===== config.mk =====
export PLATFORM = sky130hd
export DESIGN_NAME = upswc_top
export DESIGN_NICKNAME = d
export VERILOG_FILES = /design/src/verilog/upswc_pkg.sv /design/src/verilog/upswc_mux_map.sv /design/src/verilog/upswc_top.sv
export SDC_FILE = /design/constraint.sdc
export NUM_CORES = 1
export LEC_CHECK = 0
export BUFFER_PORTS_ARGS = -buffer_cell sky130_fd_sc_hd__buf_2
export CORE_MARGIN = 10
export CORE_UTILIZATION = 52
export CTS_CLUSTER_DIAMETER = 120
export DETAILED_ROUTE_END_ITERATION = 16
export PLACE_DENSITY = 0.76
export REMOVE_ABC_BUFFERS = 1
export SLEW_MARGIN = 10
export SYNTH_ARGS = -nofsm -noshare
export SYNTH_HDL_FRONTEND = slang
export SYNTH_SLANG_ARGS = --single-unit

===== constraint.sdc =====
create_clock -name ref_clk_i -period 2.3 [get_ports ref_clk_i]
set_clock_uncertainty 0.1 [all_clocks]
set_input_delay 0.345 -clock ref_clk_i [delete_from_list [all_inputs] [get_ports ref_clk_i]]
set_output_delay 0.345 -clock ref_clk_i [all_outputs]
set_load 0.05 [all_outputs]

===== src/verilog/upswc_pkg.sv =====
`default_nettype none
package upswc_pkg;
  // =====================================
  // Register map
  localparam logic [7:0] ADDR_CTRL = 8'h00;
  localparam logic [7:0] ADDR_TIMEOUT = 8'h04;
  localparam logic [7:0] ADDR_STATUS = 8'h08;
  localparam logic [7:0] ADDR_MUXMAP = 8'h0c;
  localparam int CTRL_SET_LSB = 0;
  localparam int CTRL_FLOW_BIT = 3;
  localparam int CTRL_VAR_LSB = 4;
  localparam int STAT_MODE_LSB = 0;
  localparam int STAT_PORT_BIT = 2;
  localparam int STAT_ACC_BIT = 3;
  localparam int STAT_WIN_BIT = 4;
  localparam int STAT_REF_BIT = 5;
  localparam int STAT_RTS_BIT = 6;
  localparam int STAT_DTR_BIT = 7;
  localparam int MAP_CMD_LSB = 0;
  localparam int MAP_GNSS_LSB = 3;
  localparam int MAP_GPRI_BIT = 6;
  localparam int MAP_CAUX_BIT = 7;
  localparam int MAP_TAUX_BIT = 8;
  // =====================================
  // Power save settings and reset values
  localparam logic [2:0] PS_OFF = 3'h0;
  localparam logic [2:0] PS_TIMED = 3'h1;
  localparam logic [2:0] PS_RTS = 3'h2;
  localparam logic [2:0] PS_DTR = 3'h3;
  localparam logic [2:0] PS_TIMED_ALT = 3'h4;
  localparam logic [2:0] SETTING_RST = PS_OFF;
  localparam logic FLOW_RST = 1'b0;
  localparam logic [2:0] VARIANT_RST = 3'h0;
  localparam logic [2:0] VARIANT_SINGLE_MAX = 3'h1;
  localparam logic [2:0] VARIANT_MAX = 3'h4;
  localparam logic [15:0] TIMEOUT_RST = 16'h07d0;
  // =====================================
  // Multiplexer channel numbers
  localparam logic [2:0] CH_CMD_LAST_2 = 3'h2;
  localparam logic [2:0] CH_CMD_LAST_3 = 3'h3;
  localparam logic [2:0] CH_GNSS_3 = 3'h3;
  localparam logic [2:0] CH_GNSS_4 = 3'h4;
  localparam logic [2:0] CH_NONE = 3'h7;
  // =====================================
  // Timing
  localparam int WAKE_TIME_MS = 15;
  localparam int CLK_FREQ_KHZ = 250000;
  localparam int WAKE_CYCLES = WAKE_TIME_MS * CLK_FREQ_KHZ;
  localparam int FRAME_CYCLES = 1000;
  typedef enum logic [1:0] {ST_ACTIVE, ST_IDLE, ST_WAKING, ST_DEEP} upswc_state_t;
endpackage
`default_nettype wire


===== src/verilog/upswc_mux_map.sv =====
`timescale 1ns/1ps
`default_nettype none
module upswc_mux_map (
  input wire logic [2:0] variant_i,
  output logic [2:0] cmd_last_o,
  output logic [2:0] gnss_ch_o,
  output logic gnss_primary_o,
  output logic cmd_aux_o,
  output logic trace_aux_o
);
  // =====================================
  // Channel map per port variant
  always_comb begin
    cmd_last_o = upswc_pkg::CH_CMD_LAST_3;
    gnss_ch_o = upswc_pkg::CH_GNSS_4;
    gnss_primary_o = 1'b1;
    cmd_aux_o = 1'b0;
    trace_aux_o = 1'b0;
    case (variant_i)
      3'h2: begin
        cmd_last_o = upswc_pkg::CH_CMD_LAST_2;
        gnss_ch_o = upswc_pkg::CH_GNSS_3;
        cmd_aux_o = 1'b1;
      end
      3'h3: begin
        trace_aux_o = 1'b1;
      end
      3'h4: begin
        gnss_ch_o = upswc_pkg::CH_NONE;
        gnss_primary_o = 1'b0;
      end
      default: begin
        cmd_last_o = upswc_pkg::CH_CMD_LAST_3;
      end
    endcase
  end
endmodule
`default_nettype wire


===== src/verilog/upswc_top.sv =====
// Functional notes
// - Setting 2 accepted only with hardware flow control off; otherwise refused.
// - Setting 2: port disabled at once and kept off while RTS is OFF.
// - Setting 2, RTS OFF: port still on for unsolicited message or data session.
// - Setting 2: RTS OFF-to-ON re-enables port; idle device active after wake time.
// - Setting 2: RTS ON forbids idle and deep sleep, keeps port enabled.
// - Setting 3 accepted only with serial port variant 0 or 1.
// - Setting 3: DTR OFF disables port except while unsolicited message pending.
// - Setting 3: DTR OFF-to-ON re-enables port; idle device active after wake time.
// - Setting 3: DTR ON forbids idle and deep sleep, keeps port enabled.
// - Setting 3: DTR still feeds its separately configured behaviour.
// - Deep sleep always makes the port non-functional.
// - Idle with data wake armed: RXD OFF-to-ON wakes port, active after wake time.
// - Wake character discarded; reception valid only after wake time.
// - Data wake armed only in settings 1 or 4 with flow control off.
// - Setting 2 RTS OFF or setting 3 DTR OFF: no data wake, input dropped.
// - Data wake has no disable control.
// - After data wake, port off once inactivity timeout since last character expires.
// - Variant 0 or 1: channel 0 control, 1 to 3 commands, 4 GNSS.
// - Variant 2: commands on aux; 0 control, 1 to 2 commands, 3 GNSS.
// - Variant 3: trace on aux; 0 control, 1 to 3 commands, 4 GNSS.
// - Variant 4: GNSS on aux; 0 control, 1 to 3 commands only.
// - With flow control on, CTS reflects port enabled state.
// - CTS low while port enabled; high while disabled only with flow control on.
// - Setting 0 default: never idle, port enabled, CTS held ON.
`timescale 1ns/1ps
`default_nettype none
module upswc_top #(
  parameter int unsigned WAKE_CYCLES = upswc_pkg::WAKE_CYCLES,
  parameter int unsigned FRAME_CYCLES = upswc_pkg::FRAME_CYCLES
) (
  input wire logic ref_clk_i,
  input wire logic reset_n_i,
  input wire logic [7:0] addr_i,
  input wire logic [31:0] wdata_i,
  input wire logic wr_i,
  input wire logic rd_i,
  input wire logic rts_n_i,
  input wire logic dtr_n_i,
  input wire logic rxd_i,
  input wire logic rx_char_i,
  input wire logic unsolicited_result_message_i,
  input wire logic packet_data_session_i,
  input wire logic idle_ok_i,
  input wire logic deep_ok_i,
  output logic [31:0] rdata_o,
  output logic port_enable_o,
  output logic rx_accept_o,
  output logic cts_n_o,
  output logic [1:0] mode_o,
  output logic dtr_on_o
);
  // =====================================
  // Declarations
  upswc_pkg::upswc_state_t state_reg, state_next;
  logic [2:0] setting_reg;
  logic flow_reg;
  logic [2:0] variant_reg;
  logic [15:0] timeout_reg;
  logic refused_reg;
  logic [2:0] pin_w;
  logic [2:0] pin_prev_reg;
  logic [31:0] wake_cnt_reg;
  logic [31:0] tick_cnt_reg;
  logic [15:0] frame_cnt_reg;
  logic port_en_reg, port_en_next;
  logic rx_acc_reg, rx_acc_next;
  logic cts_n_reg;
  logic dtr_on_reg;
  logic [31:0] rdata_reg;
  logic [2:0] map_cmd_last, map_gnss_ch;
  logic map_gnss_pri, map_cmd_aux, map_trace_aux;
  logic [31:0] status_w, muxmap_w;
  logic [2:0] new_set, new_var;
  logic new_flow, ctrl_wr, ctrl_bad;
  logic set0, set2, set3, set14;
  logic rts_on, dtr_on, rts_rise, dtr_rise, rxd_fall;
  logic data_armed, win_active, blocked, hold, port_req, wake_trig, win_load;

  // =====================================
  // Pin synchronisers, index 0 RTS, 1 DTR, 2 RXD
  for (genvar gi = 0; gi < 3; gi++) begin : g_sync
    logic s1_reg, s2_reg, s3_reg, pin_reg;
    always_ff @(posedge ref_clk_i or negedge reset_n_i) begin
      if (!reset_n_i) begin
        s1_reg <= 1'b1;
        s2_reg <= 1'b1;
        s3_reg <= 1'b1;
        pin_reg <= 1'b1;
      end else begin
        s1_reg <= (gi == 0) ? rts_n_i : ((gi == 1) ? dtr_n_i : rxd_i);
        s2_reg <= s1_reg;
        s3_reg <= s2_reg;
        if (s2_reg == s3_reg) begin
          pin_reg <= s3_reg;
        end
      end
    end
    assign pin_w[gi] = pin_reg;
  end

  always_ff @(posedge ref_clk_i or negedge reset_n_i) begin
    if (!reset_n_i) begin
      pin_prev_reg <= 3'h7;
    end else begin
      pin_prev_reg <= pin_w;
    end
  end

  // Lines are active low: low level means ON
  assign rts_on = ~pin_w[0];
  assign dtr_on = ~pin_w[1];
  assign rts_rise = pin_prev_reg[0] & ~pin_w[0];
  assign dtr_rise = pin_prev_reg[1] & ~pin_w[1];
  assign rxd_fall = pin_prev_reg[2] & ~pin_w[2];

  // =====================================
  // Mode decode
  assign set0 = (setting_reg == upswc_pkg::PS_OFF);
  assign set2 = (setting_reg == upswc_pkg::PS_RTS);
  assign set3 = (setting_reg == upswc_pkg::PS_DTR);
  assign set14 = (setting_reg == upswc_pkg::PS_TIMED) | (setting_reg == upswc_pkg::PS_TIMED_ALT);
  assign data_armed = set14 & ~flow_reg;
  assign blocked = (set2 & ~rts_on) | (set3 & ~dtr_on);
  assign hold = set0 | (set2 & rts_on) | (set3 & dtr_on);
  assign win_active = (frame_cnt_reg != 16'h0);

  always_comb begin
    port_req = hold | unsolicited_result_message_i;
    if ((set2 | set14) && packet_data_session_i) begin
      port_req = 1'b1;
    end
    if (set14 && win_active) begin
      port_req = 1'b1;
    end
  end

  assign wake_trig = hold | unsolicited_result_message_i | (set2 & rts_rise) | (set3 & dtr_rise)
    | (data_armed & rxd_fall) | ((set2 | set14) & packet_data_session_i);

  // =====================================
  // Power state machine
  always_comb begin
    state_next = state_reg;
    case (state_reg)
      upswc_pkg::ST_ACTIVE: begin
        if (data_armed && rxd_fall && !port_en_reg) begin
          state_next = upswc_pkg::ST_WAKING;
        end else if (!hold && !port_req && idle_ok_i) begin
          state_next = upswc_pkg::ST_IDLE;
        end
      end
      upswc_pkg::ST_IDLE: begin
        if (wake_trig) begin
          state_next = upswc_pkg::ST_WAKING;
        end else if (deep_ok_i) begin
          state_next = upswc_pkg::ST_DEEP;
        end
      end
      upswc_pkg::ST_WAKING: begin
        if (wake_cnt_reg >= WAKE_CYCLES - 1) begin
          state_next = upswc_pkg::ST_ACTIVE;
        end
      end
      upswc_pkg::ST_DEEP: begin
        if (hold || !deep_ok_i) begin
          state_next = upswc_pkg::ST_WAKING;
        end
      end
      default: begin
        state_next = upswc_pkg::ST_ACTIVE;
      end
    endcase
  end

  always_ff @(posedge ref_clk_i or negedge reset_n_i) begin
    if (!reset_n_i) begin
      state_reg <= upswc_pkg::ST_ACTIVE;
    end else begin
      state_reg <= state_next;
    end
  end

  always_ff @(posedge ref_clk_i or negedge reset_n_i) begin
    if (!reset_n_i) begin
      wake_cnt_reg <= 32'h0;
    end else if (state_reg == upswc_pkg::ST_WAKING && state_next == upswc_pkg::ST_WAKING) begin
      wake_cnt_reg <= wake_cnt_reg + 32'h1;
    end else begin
      wake_cnt_reg <= 32'h0;
    end
  end

  // =====================================
  // Inactivity window after data wake
  // reload on wake char or any character
  assign win_load = data_armed & ((rxd_fall & ~port_en_reg) | (rx_char_i & port_en_reg));

  always_ff @(posedge ref_clk_i or negedge reset_n_i) begin
    if (!reset_n_i) begin
      frame_cnt_reg <= 16'h0;
      tick_cnt_reg <= 32'h0;
    end else if (win_load) begin
      frame_cnt_reg <= timeout_reg;
      tick_cnt_reg <= 32'h0;
    end else if (!data_armed) begin
      frame_cnt_reg <= 16'h0;
      tick_cnt_reg <= 32'h0;
    end else if (win_active) begin
      if (tick_cnt_reg >= FRAME_CYCLES - 1) begin
        tick_cnt_reg <= 32'h0;
        frame_cnt_reg <= frame_cnt_reg - 16'h1;
      end else begin
        tick_cnt_reg <= tick_cnt_reg + 32'h1;
      end
    end
  end

  // =====================================
  // Port enable, receive gate, CTS
  // deep sleep kills the port
  assign port_en_next = port_req & (state_next != upswc_pkg::ST_DEEP);
  assign rx_acc_next = port_en_next & (state_next == upswc_pkg::ST_ACTIVE) & ~blocked;

  always_ff @(posedge ref_clk_i or negedge reset_n_i) begin
    if (!reset_n_i) begin
      port_en_reg <= 1'b1;
      rx_acc_reg <= 1'b1;
      cts_n_reg <= 1'b0;
      dtr_on_reg <= 1'b0;
    end else begin
      port_en_reg <= port_en_next;
      rx_acc_reg <= rx_acc_next;
      // CTS ON (low) when port enabled
      cts_n_reg <= flow_reg & ~port_en_next;
      // DTR passed on to its own handling
      dtr_on_reg <= dtr_on;
    end
  end

  // =====================================
  // Register interface
  assign new_set = wdata_i[upswc_pkg::CTRL_SET_LSB +: 3];
  assign new_flow = wdata_i[upswc_pkg::CTRL_FLOW_BIT];
  assign new_var = wdata_i[upswc_pkg::CTRL_VAR_LSB +: 3];
  assign ctrl_wr = wr_i & (addr_i == upswc_pkg::ADDR_CTRL);

  assign ctrl_bad = (new_set > upswc_pkg::PS_TIMED_ALT) | (new_var > upswc_pkg::VARIANT_MAX)
    | ((new_set == upswc_pkg::PS_RTS) & new_flow)
    | ((new_set == upswc_pkg::PS_DTR) & (new_var > upswc_pkg::VARIANT_SINGLE_MAX));

  always_ff @(posedge ref_clk_i or negedge reset_n_i) begin
    if (!reset_n_i) begin
      setting_reg <= upswc_pkg::SETTING_RST;
      flow_reg <= upswc_pkg::FLOW_RST;
      variant_reg <= upswc_pkg::VARIANT_RST;
    end else if (ctrl_wr && !ctrl_bad) begin
      setting_reg <= new_set;
      flow_reg <= new_flow;
      variant_reg <= new_var;
    end
  end

  always_ff @(posedge ref_clk_i or negedge reset_n_i) begin
    if (!reset_n_i) begin
      timeout_reg <= upswc_pkg::TIMEOUT_RST;
    end else if (wr_i && addr_i == upswc_pkg::ADDR_TIMEOUT) begin
      timeout_reg <= wdata_i[15:0];
    end
  end

  // Refusal flag, set wins over write-one-to-clear
  always_ff @(posedge ref_clk_i or negedge reset_n_i) begin
    if (!reset_n_i) begin
      refused_reg <= 1'b0;
    end else if (ctrl_wr && ctrl_bad) begin
      refused_reg <= 1'b1;
    end else if (wr_i && addr_i == upswc_pkg::ADDR_STATUS && wdata_i[upswc_pkg::STAT_REF_BIT]) begin
      refused_reg <= 1'b0;
    end
  end

  upswc_mux_map u_mux_map (
    .variant_i(variant_reg),
    .cmd_last_o(map_cmd_last),
    .gnss_ch_o(map_gnss_ch),
    .gnss_primary_o(map_gnss_pri),
    .cmd_aux_o(map_cmd_aux),
    .trace_aux_o(map_trace_aux)
  );

  always_comb begin
    status_w = 32'h0;
    status_w[upswc_pkg::STAT_MODE_LSB +: 2] = state_reg;
    status_w[upswc_pkg::STAT_PORT_BIT] = port_en_reg;
    status_w[upswc_pkg::STAT_ACC_BIT] = rx_acc_reg;
    status_w[upswc_pkg::STAT_WIN_BIT] = win_active;
    status_w[upswc_pkg::STAT_REF_BIT] = refused_reg;
    status_w[upswc_pkg::STAT_RTS_BIT] = rts_on;
    status_w[upswc_pkg::STAT_DTR_BIT] = dtr_on;
    muxmap_w = 32'h0;
    muxmap_w[upswc_pkg::MAP_CMD_LSB +: 3] = map_cmd_last;
    muxmap_w[upswc_pkg::MAP_GNSS_LSB +: 3] = map_gnss_ch;
    muxmap_w[upswc_pkg::MAP_GPRI_BIT] = map_gnss_pri;
    muxmap_w[upswc_pkg::MAP_CAUX_BIT] = map_cmd_aux;
    muxmap_w[upswc_pkg::MAP_TAUX_BIT] = map_trace_aux;
  end

  // Read data valid only in the cycle after the strobe
  always_ff @(posedge ref_clk_i or negedge reset_n_i) begin
    if (!reset_n_i) begin
      rdata_reg <= 32'h0;
    end else if (rd_i) begin
      case (addr_i)
        upswc_pkg::ADDR_CTRL: rdata_reg <= {25'h0, variant_reg, flow_reg, setting_reg};
        upswc_pkg::ADDR_TIMEOUT: rdata_reg <= {16'h0, timeout_reg};
        upswc_pkg::ADDR_STATUS: rdata_reg <= status_w;
        upswc_pkg::ADDR_MUXMAP: rdata_reg <= muxmap_w;
        default: rdata_reg <= 32'h0;
      endcase
    end else begin
      rdata_reg <= 32'h0;
    end
  end

  assign rdata_o = rdata_reg;
  assign port_enable_o = port_en_reg;
  assign rx_accept_o = rx_acc_reg;
  assign cts_n_o = cts_n_reg;
  assign mode_o = state_reg;
  assign dtr_on_o = dtr_on_reg;
endmodule
`default_nettype wire


==> After elaboration in Yosys (flattened, before gate mapping) <==
Cells that the tools add are included.
{ "word_totals": {"output_inout_bits": 38, "wordCells": 152, "regBits": 157, "inputBits": 52, "mem_bits_rw": 0, "mem_bits_ro": 0, "latchBits": 0, "n_memories": 0} }
{ "op_classes": {"eq_ne": 22, "n_div": 0, "order_cmp": 5, "n_reduce_logical": 25, "mux": 27, "bitwise": 43, "shifts": 0, "add_sub_neg": 3, "multipliers": 0} }
{ "ops": {"columns": ["cell", "n"], "rows": [
  ["2-to-1 mux 32 bit", 6],
  ["adder 32 x 1 -> 32 bit, second input constant", 2],
  ["2-to-1 mux 16 bit", 4],
  ["case mux 16 bit (4 select lines)", 1],
  [">= comparator 32 x 10 -> 1 bit, second input constant", 1],
  [">= comparator 32 x 22 -> 1 bit, second input constant", 1],
  ["AND 1 bit", 22],
  ["equality test 3 x 2 -> 1 bit, second input constant", 6],
  ["equality test 8 x 4 -> 1 bit, second input constant", 2],
  ["nonzero test 16 bit", 1],
  ["subtractor 16 x 1 -> 16 bit, second input constant", 1],
  ["OR 1 bit", 14],
  ["logical AND 1 bit", 12],
  ["2-to-1 mux 2 bit", 6],
  ["equality test 8 x 3 -> 1 bit, second input constant", 1],
  ["zero test 8 bit", 1],
  ["2-to-1 mux 1 bit", 8],
  ["case mux 2 bit (4 select lines)", 1],
  ["NOT 1 bit", 7],
  ["equality test 2 bit, second input constant", 3],
  ["equality test 3 bit, second input constant", 2],
  ["> comparator 3 bit, second input constant", 2],
  ["!= test 3 x 1 -> 1 bit, second input constant", 2],
  ["case mux 3 bit (2 select lines)", 1],
  ["other kinds (11)", 18]
]} }

==> Longest topological paths before layout <==
Gate-level depths: netlist of run 1.
{ "depth": {"word_depth": 17, "mapped_depth": 9, "depth_no_buf": 8} }

==> Modules after synthesis <==
From an unflattened synthesis of run 1, not the netlist that was laid out.
{ "unflattened": {"hier_cells": 615, "hier_area_um2": 6546.3} }
{ "by_module_without_submodules": {"columns": ["mod", "area_each_um2", "cells_each", "seq_area_each_um2", "n_inst"], "rows": [
  ["upswc_top", 6467.5, 602, 3557.2, 1],
  ["upswc_mux_map", 78.8, 13, 0.0, 1]
]} }

==> Worst setup path before layout of run 1 <==
Ideal clock, no wire load.
{ "synth_path": {"kind": "register -> register", "from": "register port_en_reg (netlist: port_enable_o)", "to": "register frame_cnt_reg[14]", "setup_ps": 139, "arrival_time_ps": 2127, "stages_incl_launch_ff": 7, "path_buffers": 1, "t_required_ps": 2061, "path_slack_ps": -66, "path_cell_list": "dfstp_2 > nor3b_1 > nor4bb_1 > nand4_1 > o211ai_1 > buf_2 > o21ai_0"} }
{ "synth_via": {"elab_chain_cells": 6} }
{ "synth_rtl": {"columns": ["item", "line", "text"], "rows": [
  ["start, declared", "upswc_top.sv:66", "logic port_en_reg, port_en_next;"],
  ["start signal, assigned", "upswc_top.sv:232", "port_en_reg <= port_en_next;"],
  ["NOT 1 bit", "upswc_top.sv:197", "assign win_load = data_armed & ((rxd_fall & ~port_en_reg) | (rx_char_i & port_en_reg));"],
  ["AND 1 bit", "upswc_top.sv:197", null],
  ["OR 1 bit *", "upswc_top.sv:197", null],
  ["AND 1 bit *", "upswc_top.sv:197", null],
  ["!= test 3 x 1 -> 1 bit (no line)", null, null],
  ["AND reduction 2 bit (no line)", null, null],
  ["end signal, assigned", "upswc_top.sv:204", "frame_cnt_reg <= timeout_reg;"],
  ["end signal, assigned", "upswc_top.sv:212", "frame_cnt_reg <= frame_cnt_reg - 16'h1;"],
  ["end, declared", "upswc_top.sv:65", "logic [15:0] frame_cnt_reg;"]
]} }
Mark *: on every way between the ends. The rest lies on a longest branch, timed or not.
A chain may end at the register's enable or synchronous reset.

==> Worst setup path in the final report of run 1 <==
{ "layout_path": {"from": "register frame_cnt_reg[1]", "to": "register frame_cnt_reg[15]"} }
{ "layout_via": {"elab_chain_cells": 5} }
{ "layout_rtl": {"columns": ["item", "line", "text"], "rows": [
  ["subtractor 16 x 1 -> 16 bit", "upswc_top.sv:212", null],
  ["2-to-1 mux 16 bit", "upswc_top.sv:210", "if (tick_cnt_reg >= FRAME_CYCLES - 1) begin"],
  ["2-to-1 mux 16 bit", "upswc_top.sv:209", "end else if (win_active) begin"],
  ["2-to-1 mux 16 bit", "upswc_top.sv:206", "end else if (!data_armed) begin"],
  ["2-to-1 mux 16 bit", "upswc_top.sv:203", "end else if (win_load) begin"]
]} }
Several ways; a longest one is shown, not always the timed one. The select of a mux whose other input is x is not followed.

==> out/qor_table.md, run 1 <==
| Stage | Item | This run |
| --- | --- | --- |
| clocking | Total CTS buffers | 17 |
| power and ir drop | Part of the total power dissipated in sequential elements | 44.1% |
| setup path | Kind of start point of the critical path | register |
| place | Cell area reported after detailed placement | 7018 µm² |
| power and ir drop | Cell leakage power | 3.603 nW |
| timing | Peak clock frequency supported by timing | 0.4449 GHz |
| timing | Normalized max-slew margin | 63.05% |
| place | Post-detail-place hpwl | 10080 µm |
| timing | Final critical-path share of the clock period | 97.72% |
| die | I/O Pins | 90 |
| detailed routing | Number of vias after detailed routing | 4992 |
| logic synthesis | Synth area leaders | dfrtp_1 46%, dfstp_2 8.7%, nor2_1 5.1% |
| layout | Post-route cell area | 7844 µm² |
| power and ir drop | Share of power burned in the clock network | 48.1% |
| detailed routing | Post-route DRC violation count | 0 |
| detailed routing | First-pass iteration count of the detailed router | 5 |
| grt | Largest net degree at the start of global routing | 50 |
| logic synthesis | Sequential cell area fraction in the yosys report | 55.15% |
| setup path | Worst setup slack for register-to-register paths | 50 ps |
| layout | # diodes | 0 |
| clocking | Largest buffer count on any clock path | 2 |
| logic synthesis | Post-synthesis area per instance | 10.52 µm² |
| layout | Most frequent cells in the layout | 118 x dfrtp_1, 85 x nor2_1, 56 x buf_2 |
| timing | Clock period minus worst slack | 2248 ps |
| timing | Worst Hold Margin | 64.04 ps |
| setup path | Delay contributed by the slowest stage of the critical path | 380 ps |
| worst hold path | Launch instance of the worst min-delay path | wdata_i[13] |
| setup path | Crit path capture type | register |
| place | Total of buffers placed on input and output ports | 57 |
| logic synthesis | Synthesized netlist cell count | 604 |
| setup path | Required @ worst endpoint | 2470 ps |
| logic synthesis | Register bit count reported by yosys | 139 |
| layout | P&R area growth vs syn | 23.43% |
| logic synthesis | Synth warn | 0 |
| logic synthesis | Synth top area share | 46.47% |
| logic synthesis | Syn Std Cell Area | 6355 µm² |
| detailed routing | Final Routed Wirelength | 14770 µm |
| power and ir drop | Power density of the placed cells | 744.7 nW/µm² |
| timing | Unrepaired setup endpoints after global routing | true |
| setup path | Class of the most critical setup path | register to register |
| power and ir drop | Total internal power | 4.519 mW |
| detailed routing | Antenna Violating Nets Remaining | 0 |
| die | Die outline height | 130.5 µm |
| grt | Wire length of the first global-routing pass | 24380 µm |
| timing | Max-slew violation total from the final report | 0 |
| setup path | Critical R2R Launch | frame_cnt_reg[1] |
| power and ir drop | Part of the power in combinational logic | 7.8% |
| layout | Commonest non-fill, non-tap cell in the layout | dfrtp_1 |
| setup path | Buffer and inverter count on the worst path | 4 |
| power and ir drop | P_sw | 1.322 mW |
| layout | Net count reported at finish | 771 |
| clocking | CTS tree | yes |
| setup path | Largest fanout of any net on the critical path | 7 |
| die | Site Rows | 40 |
| detailed routing | Mean number of vias per cell | 5.699 |
| setup path | Start point of the critical path | frame_cnt_reg[1] |
| power and ir drop | Worst vdd rail ir drop | 558.7 µV |
| setup path | Cell repeated most along the worst path | buf_4 |
| flow run | Number of max-cap violations | 0 |
| timing | Final Hold Vio Count | 0 |
| timing | Slew at the pin closest to its max-slew limit | 551.0 ps |
| die | Die Footprint | 17040 µm² |
| die | Initial standard-cell utilization of the core | 52.91% |
| clocking | Maximum level of the CTS H-tree | 4 |
| detailed routing | Drt first-iter violations | 442 |
| die | Width of the die | 130.5 µm |
| layout | Ratio of cells with drive above 1 in the final layout | 27.43% |
| power and ir drop | Switching fraction of total power | 22.63% |
| clocking | Clk sink count | 139 |
| detailed routing | Drt wl/cell | 16.86 µm |
| logic synthesis | Number of synthesized flops with an enable pin | 0 |
| clocking | Root buffer selected by CTS | clkbuf_16 |
| grt | GRT Total Usage | 17.86% |
| clocking | Latest clock arrival within the worst-skew pair | 420 ps |
| setup path | Dominant delay contributor by cell family on the critical path | simple AND/OR/NAND/NOR gates |
| logic synthesis | Synth unique cells | 63 |
| logic synthesis | Cell type contributing the most total cell area after synthesis | dfrtp_1 |
| logic synthesis | Fraction of registers with async set/reset | 100.0% |
| place | RePlAce Congestion | 0.8577 |
| logic synthesis | Dominant register cell in the synthesized netlist | dfrtp_1 |
| clocking | Clock edge transition at the registers on the reported setup and hold paths | 60 ps |
| grt | Aggregate global routing overflow | 0 |
| setup path | Cells along the critical path | inv_1 > ha_4 > or3b_4 > nor3_2 > buf_4 > nand4_1 > o211ai_1 > buf_4 > clkbuf_16 > o21ai_0 |
| setup path | Arrival time at the worst endpoint | 2420 ps |
| setup path | Library cell contributing the largest single delay on the critical path | dfrtp_1 |
| die | Core area | 12010 µm² |
| worst hold path | Class of the tightest hold or removal check | input port to register |
| outcome | Run status | finished clean |
| grt | Initial antenna violation count | 0 |
| timing | Final setup vio count | 0 |
| grt | Vias in the first global route | 5233 |
kinds of logic (layout without fill, tap and decap cells):
logic type               after synthesis  count (layout)  synth area share (%)
AND/OR/NAND/NOR                      252             252                 19.97
flip-flops                           139             139                 55.15
AO/OA/AOI/OAI                        101             101                 10.49
buffers and inverters                 46             146                 4.075
XOR/XNOR                              30              30                 4.135
multiplexers                          29              29                 5.060
adder cells (fa/ha/maj)                6               6                 1.063
other                                  1              26               0.05901
timing repair:
item / in CTS / in global routing
hold endpoints to repair: 39 / 0
hold buffers: 4 / 0
setup endpoints to repair: 15 / 45
setup buffers: 3 / 4
gates cloned: 0 / 1
pin swaps: 1 / 6
resized for setup: 4 / 18
power groups by stage:
| stage | sequential [mW] | clock, mW | combinational, mW |
|---|---|---|---|
| after detailed placement | 2.61 | 0 | 0.431 |
| final | 2.58 | 2.81 | 0.457 |
| after CTS | 2.57 | 2.86 | 0.447 |
| after global routing | 2.58 | 2.97 | 0.495 |
| after floorplan | 2.64 | 0 | 0.208 |
| after global placement | 2.61 | 0 | 0.421 |
metal layers:
metal	vias to the layer above	track usage (%)	share of wire [%]
met3	26	4.996	6.6
met4	0	6.802	1.5
met5	-	0	0
li1	2346	-	-
met2	178	31.28	51
met1	2442	20.28	41
worst register-to-register path, stage by stage (launching register included):
cell	delay, ps
dfrtp_1	380
inv_1	110
ha_4	150
or3b_4	380
nor3_2	120
buf_4	160
nand4_1	150
o211ai_1	140
buf_4	170
clkbuf_16	140
o21ai_0	100
path summary, 6_finish.rpt:
| check | endpoint | depth (start not counted) |
|---|---|---|
| worst max-delay path | frame_cnt_reg[15] | 10 |
| worst min-delay path | timeout_reg[13] | 2 |
| worst max register to register | frame_cnt_reg[15] | 10 |
| worst min register to register | g_sync[1].s2_reg | 0 |
| max in group asynchronous | g_sync[1].s1_reg | 3 |
| min in group asynchronous | rdata_o[5] | 2 |
synth_stat cells (4+ instances only):
library cell and number:
mux2i_1 4, a21oi_1 28, and3_1 15, nand2b_1 6
nor4_1 20, clkbuf_1 9, buf_4 18, a22oi_1 4
inv_1 12, xor2_1 13, a211oi_1 5, nand4_1 7
o311ai_0 5, a31oi_1 5, xnor2_1 17, mux2_2 25
o21ai_0 15, nand3_1 22, dfrtp_1 118, and2_1 10
nor2_1 86, nor3b_1 6, nor3_1 14, o21a_1 6
o22ai_1 7, o211ai_1 8, dfstp_2 21, nand2_1 43
final cells by class:
cell class	instances	area, µm²
clock buffers	26	509.2
clock inverters	6	107.6
fillers	918	4168
inverters	12	45.04
multi-input cells	444	2779
flip-flops and latches	139	3505
well taps	147	183.9
repair buffers	102	714.4
metrics by stage:
step | utilization [%] | power (mW) | setup TNS (ps) | cells | setup WS, ps
3_3_place_gp | 58.43 | 3.032 | -0.1279 | 832 | -0.1279
6_report | 65.30 | 5.842 | 0 | 876 | 52.44
3_5_place_dp | 58.43 | 3.046 | -170.9 | 832 | -57.05
4_1_cts | 64.33 | 5.885 | 0 | 871 | 3.304
5_1_grt | 65.30 | 6.053 | -125.3 | 876 | -36.24
2_1_floorplan | - | 2.853 | -27560 | 595 | -785.1
(Power assumes the default switching activity.)
==> run 2: changes to the inputs <==
--- a/config.mk
+++ b/config.mk
@@ -6,6 +6,7 @@
 export NUM_CORES = 1
 export LEC_CHECK = 0
 export BUFFER_PORTS_ARGS = -buffer_cell sky130_fd_sc_hd__buf_2
+export CORE_ASPECT_RATIO = 2
 export CORE_MARGIN = 10
 export CORE_UTILIZATION = 52
 export CTS_CLUSTER_DIAMETER = 120
==> out/qor_table.md, run 2 (synthesized netlist as in run 1, its figures left out) <==
| Stage | Item | This run |
| --- | --- | --- |
| outcome | Run status | finished clean |
| clocking | Largest buffer count on any clock path | 2 |
| setup path | Required @ worst endpoint | 2500 ps |
| clocking | Clk sink count | 139 |
| detailed routing | Mean number of vias per cell | 5.813 |
| layout | Net count reported at finish | 781 |
| die | Die Footprint | 17310 µm² |
| power and ir drop | Total Power | 6.061 mW |
| detailed routing | Number of vias after detailed routing | 5150 |
| die | Site Rows | 57 |
| clocking | CTS tree | yes |
| setup path | Worst reg2reg endpoint | tick_cnt_reg[17] |
| setup path | Worst setup slack for register-to-register paths | 60 ps |
| place | Cell area reported after detailed placement | 7138 µm² |
| layout | Fill cell instance count of the final layout | 928 |
| timing | Unrepaired setup endpoints after global routing | true |
| layout | # diodes | 0 |
| setup path | Arrival time at the worst endpoint | 2450 ps |
| setup path | Class of the most critical setup path | register to register |
| setup path | Crit path capture type | register |
| flow run | Number of max-cap violations | 0 |
| grt | Wire length of the first global-routing pass | 26400 µm |
| power and ir drop | Worst vdd rail ir drop | 567.7 µV |
| layout | Most frequent cells in the layout | 118 x dfrtp_1, 77 x nor2_1, 56 x buf_2 |
| layout | End-of-flow core utilization | 66.12% |
| worst hold path | Launch instance of the worst min-delay path | wdata_i[15] |
| die | Initial standard-cell utilization of the core | 52.73% |
| detailed routing | Post-route DRC violation count | 0 |
| setup path | Depth of the worst register-to-register path | 9 |
| layout | Commonest non-fill, non-tap cell in the layout | dfrtp_1 |
| clocking | Root buffer selected by CTS | clkbuf_16 |
| layout | P&R area growth vs syn | 25.40% |
| timing | Slew at the pin closest to its max-slew limit | 576.6 ps |
| die | Width of the die | 98.17 µm |
| timing | Clock period minus worst slack | 2242 ps |
| die | I/O Pins | 90 |
| timing | Peak clock frequency supported by timing | 0.4460 GHz |
| place | Worst-case setup slack after placement | -61.99 ps |
| grt | GRT Total Usage | 18.51% |
| timing | Normalized max-slew margin | 61.33% |
| grt | Initial antenna violation count | 0 |
| worst hold path | Hold endpoint | timeout_reg[15] |
| timing | Sum of negative setup slack | 0 ps |
| worst hold path | Class of the tightest hold or removal check | input port to register |
| timing | Max-slew violation total from the final report | 0 |
| clocking | Maximum level of the CTS H-tree | 4 |
| place | Post-detail-place hpwl | 11270 µm |
| timing | Setup slack of the critical path after layout | 57.91 ps |
| setup path | Critical R2R Launch | frame_cnt_reg[10] |
| die | Die outline height | 176.3 µm |
| detailed routing | Drt first-iter violations | 318 |
| place | RePlAce Congestion | 0.8819 |
| power and ir drop | Power density of the placed cells | 760.6 nW/µm² |
| timing | Final critical-path share of the clock period | 97.48% |
| power and ir drop | Cell leakage power | 3.677 nW |
| detailed routing | Final Routed Wirelength | 16000 µm |
| detailed routing | First-pass iteration count of the detailed router | 6 |
| timing | Worst Hold Margin | 59.35 ps |
| place | Cell count after placement | 848 |
| layout | Fin cells | 886 |
| clocking | Latest clock arrival within the worst-skew pair | 420 ps |
| detailed routing | Antenna Violating Nets Remaining | 0 |
| detailed routing | Drt wl/cell | 18.06 µm |
| grt | Aggregate global routing overflow | 0 |
| timing | Final setup vio count | 0 |
| place | Total of buffers placed on input and output ports | 57 |
| timing | Final Hold Vio Count | 0 |
| layout | Post-route cell area | 7969 µm² |
| clocking | Clock edge transition at the registers on the reported setup and hold paths | 60 ps |
| grt | Vias in the first global route | 5576 |
| setup path | Largest fanout of any net on the critical path | 5 |
| worst hold path | Number of cells on the worst hold path | 2 |
| layout | Ratio of cells with drive above 1 in the final layout | 30.58% |
| grt | Largest net degree at the start of global routing | 48 |
| die | Core area | 12050 µm² |
| setup path | Kind of start point of the critical path | register |
| clocking | Total CTS buffers | 17 |
## run 2: changes by cell type in the layout (fill, tap and decap cells not counted), sizes merged
cell and delta:
buf +11, bufinv +1, clkbuf -10, clkinvlp -1, inv +9
## run 2: per-layer routing
layer  routed length [µm]  vias to the layer above  GRT usage, %  share of wire (%)
li1                     -                     2376             -                  -
met1                 5517                     2545         17.59                 34
met2                 9033                      176         34.59                 56
met3                  804                       53         5.127                5.0
met4                  649                        0         10.08                4.1
met5                    0                        -             0                  0
## run 2: how the worst max path moves through the flow
| stage | start | cells past startpoint | endpoint | slack [ps] |
|---|---|---|---|---|
| 6_report | frame_cnt_reg[10] | 9 | tick_cnt_reg[17] | 60 |
| 5_1_grt | tick_cnt_reg[17] | 7 | frame_cnt_reg[4] | -70 |
| 4_1_cts | frame_cnt_reg[11] | 9 | tick_cnt_reg[17] | 5 |
| 3_5_place_dp | frame_cnt_reg[0] | 8 | frame_cnt_reg[1] | -60 |
| 3_3_place_gp | frame_cnt_reg[0] | 8 | frame_cnt_reg[1] | -30 |
| 2_1_floorplan | port_enable_o | 5 | frame_cnt_reg[14] | -790 |
## run 2: what timing repair did
action,4_1_cts,5_1_grt
pin swaps,0,8
cloned,0,0
gates resized for setup,2,33
endpoints found under the hold margin,42,0
endpoints found under the setup margin,22,43
hold buffers,4,0
setup buffers,0,3
## run 2: final cells by class
type                    count  area (µm²)  share of cell area, %
clock buffers              17       425.4                  5.338
repair buffers            112       772.0                  9.688
inverters                  12       45.04                 0.5652
clock inverters            15       226.5                  2.842
well taps                 147       183.9                  2.308
multi-input cells         444        2811                  35.28
flip-flops and latches    139        3505                  43.98
## run 2: critical path, cell delays in order, from the launching register on
cell and delay, ps:
dfrtp_1 390, or4_4 530, buf_4 160, nor2_1 100, buf_4 150, nand4_1 150
buf_6 190, nand3_2 120, nor2_1 70, o21a_1 170
## run 2: power by group
group	switching, mW	internal, mW
combinational	0.318	0.158
sequential	0.0511	2.52
clock	1.15	1.87
total	1.52	4.55
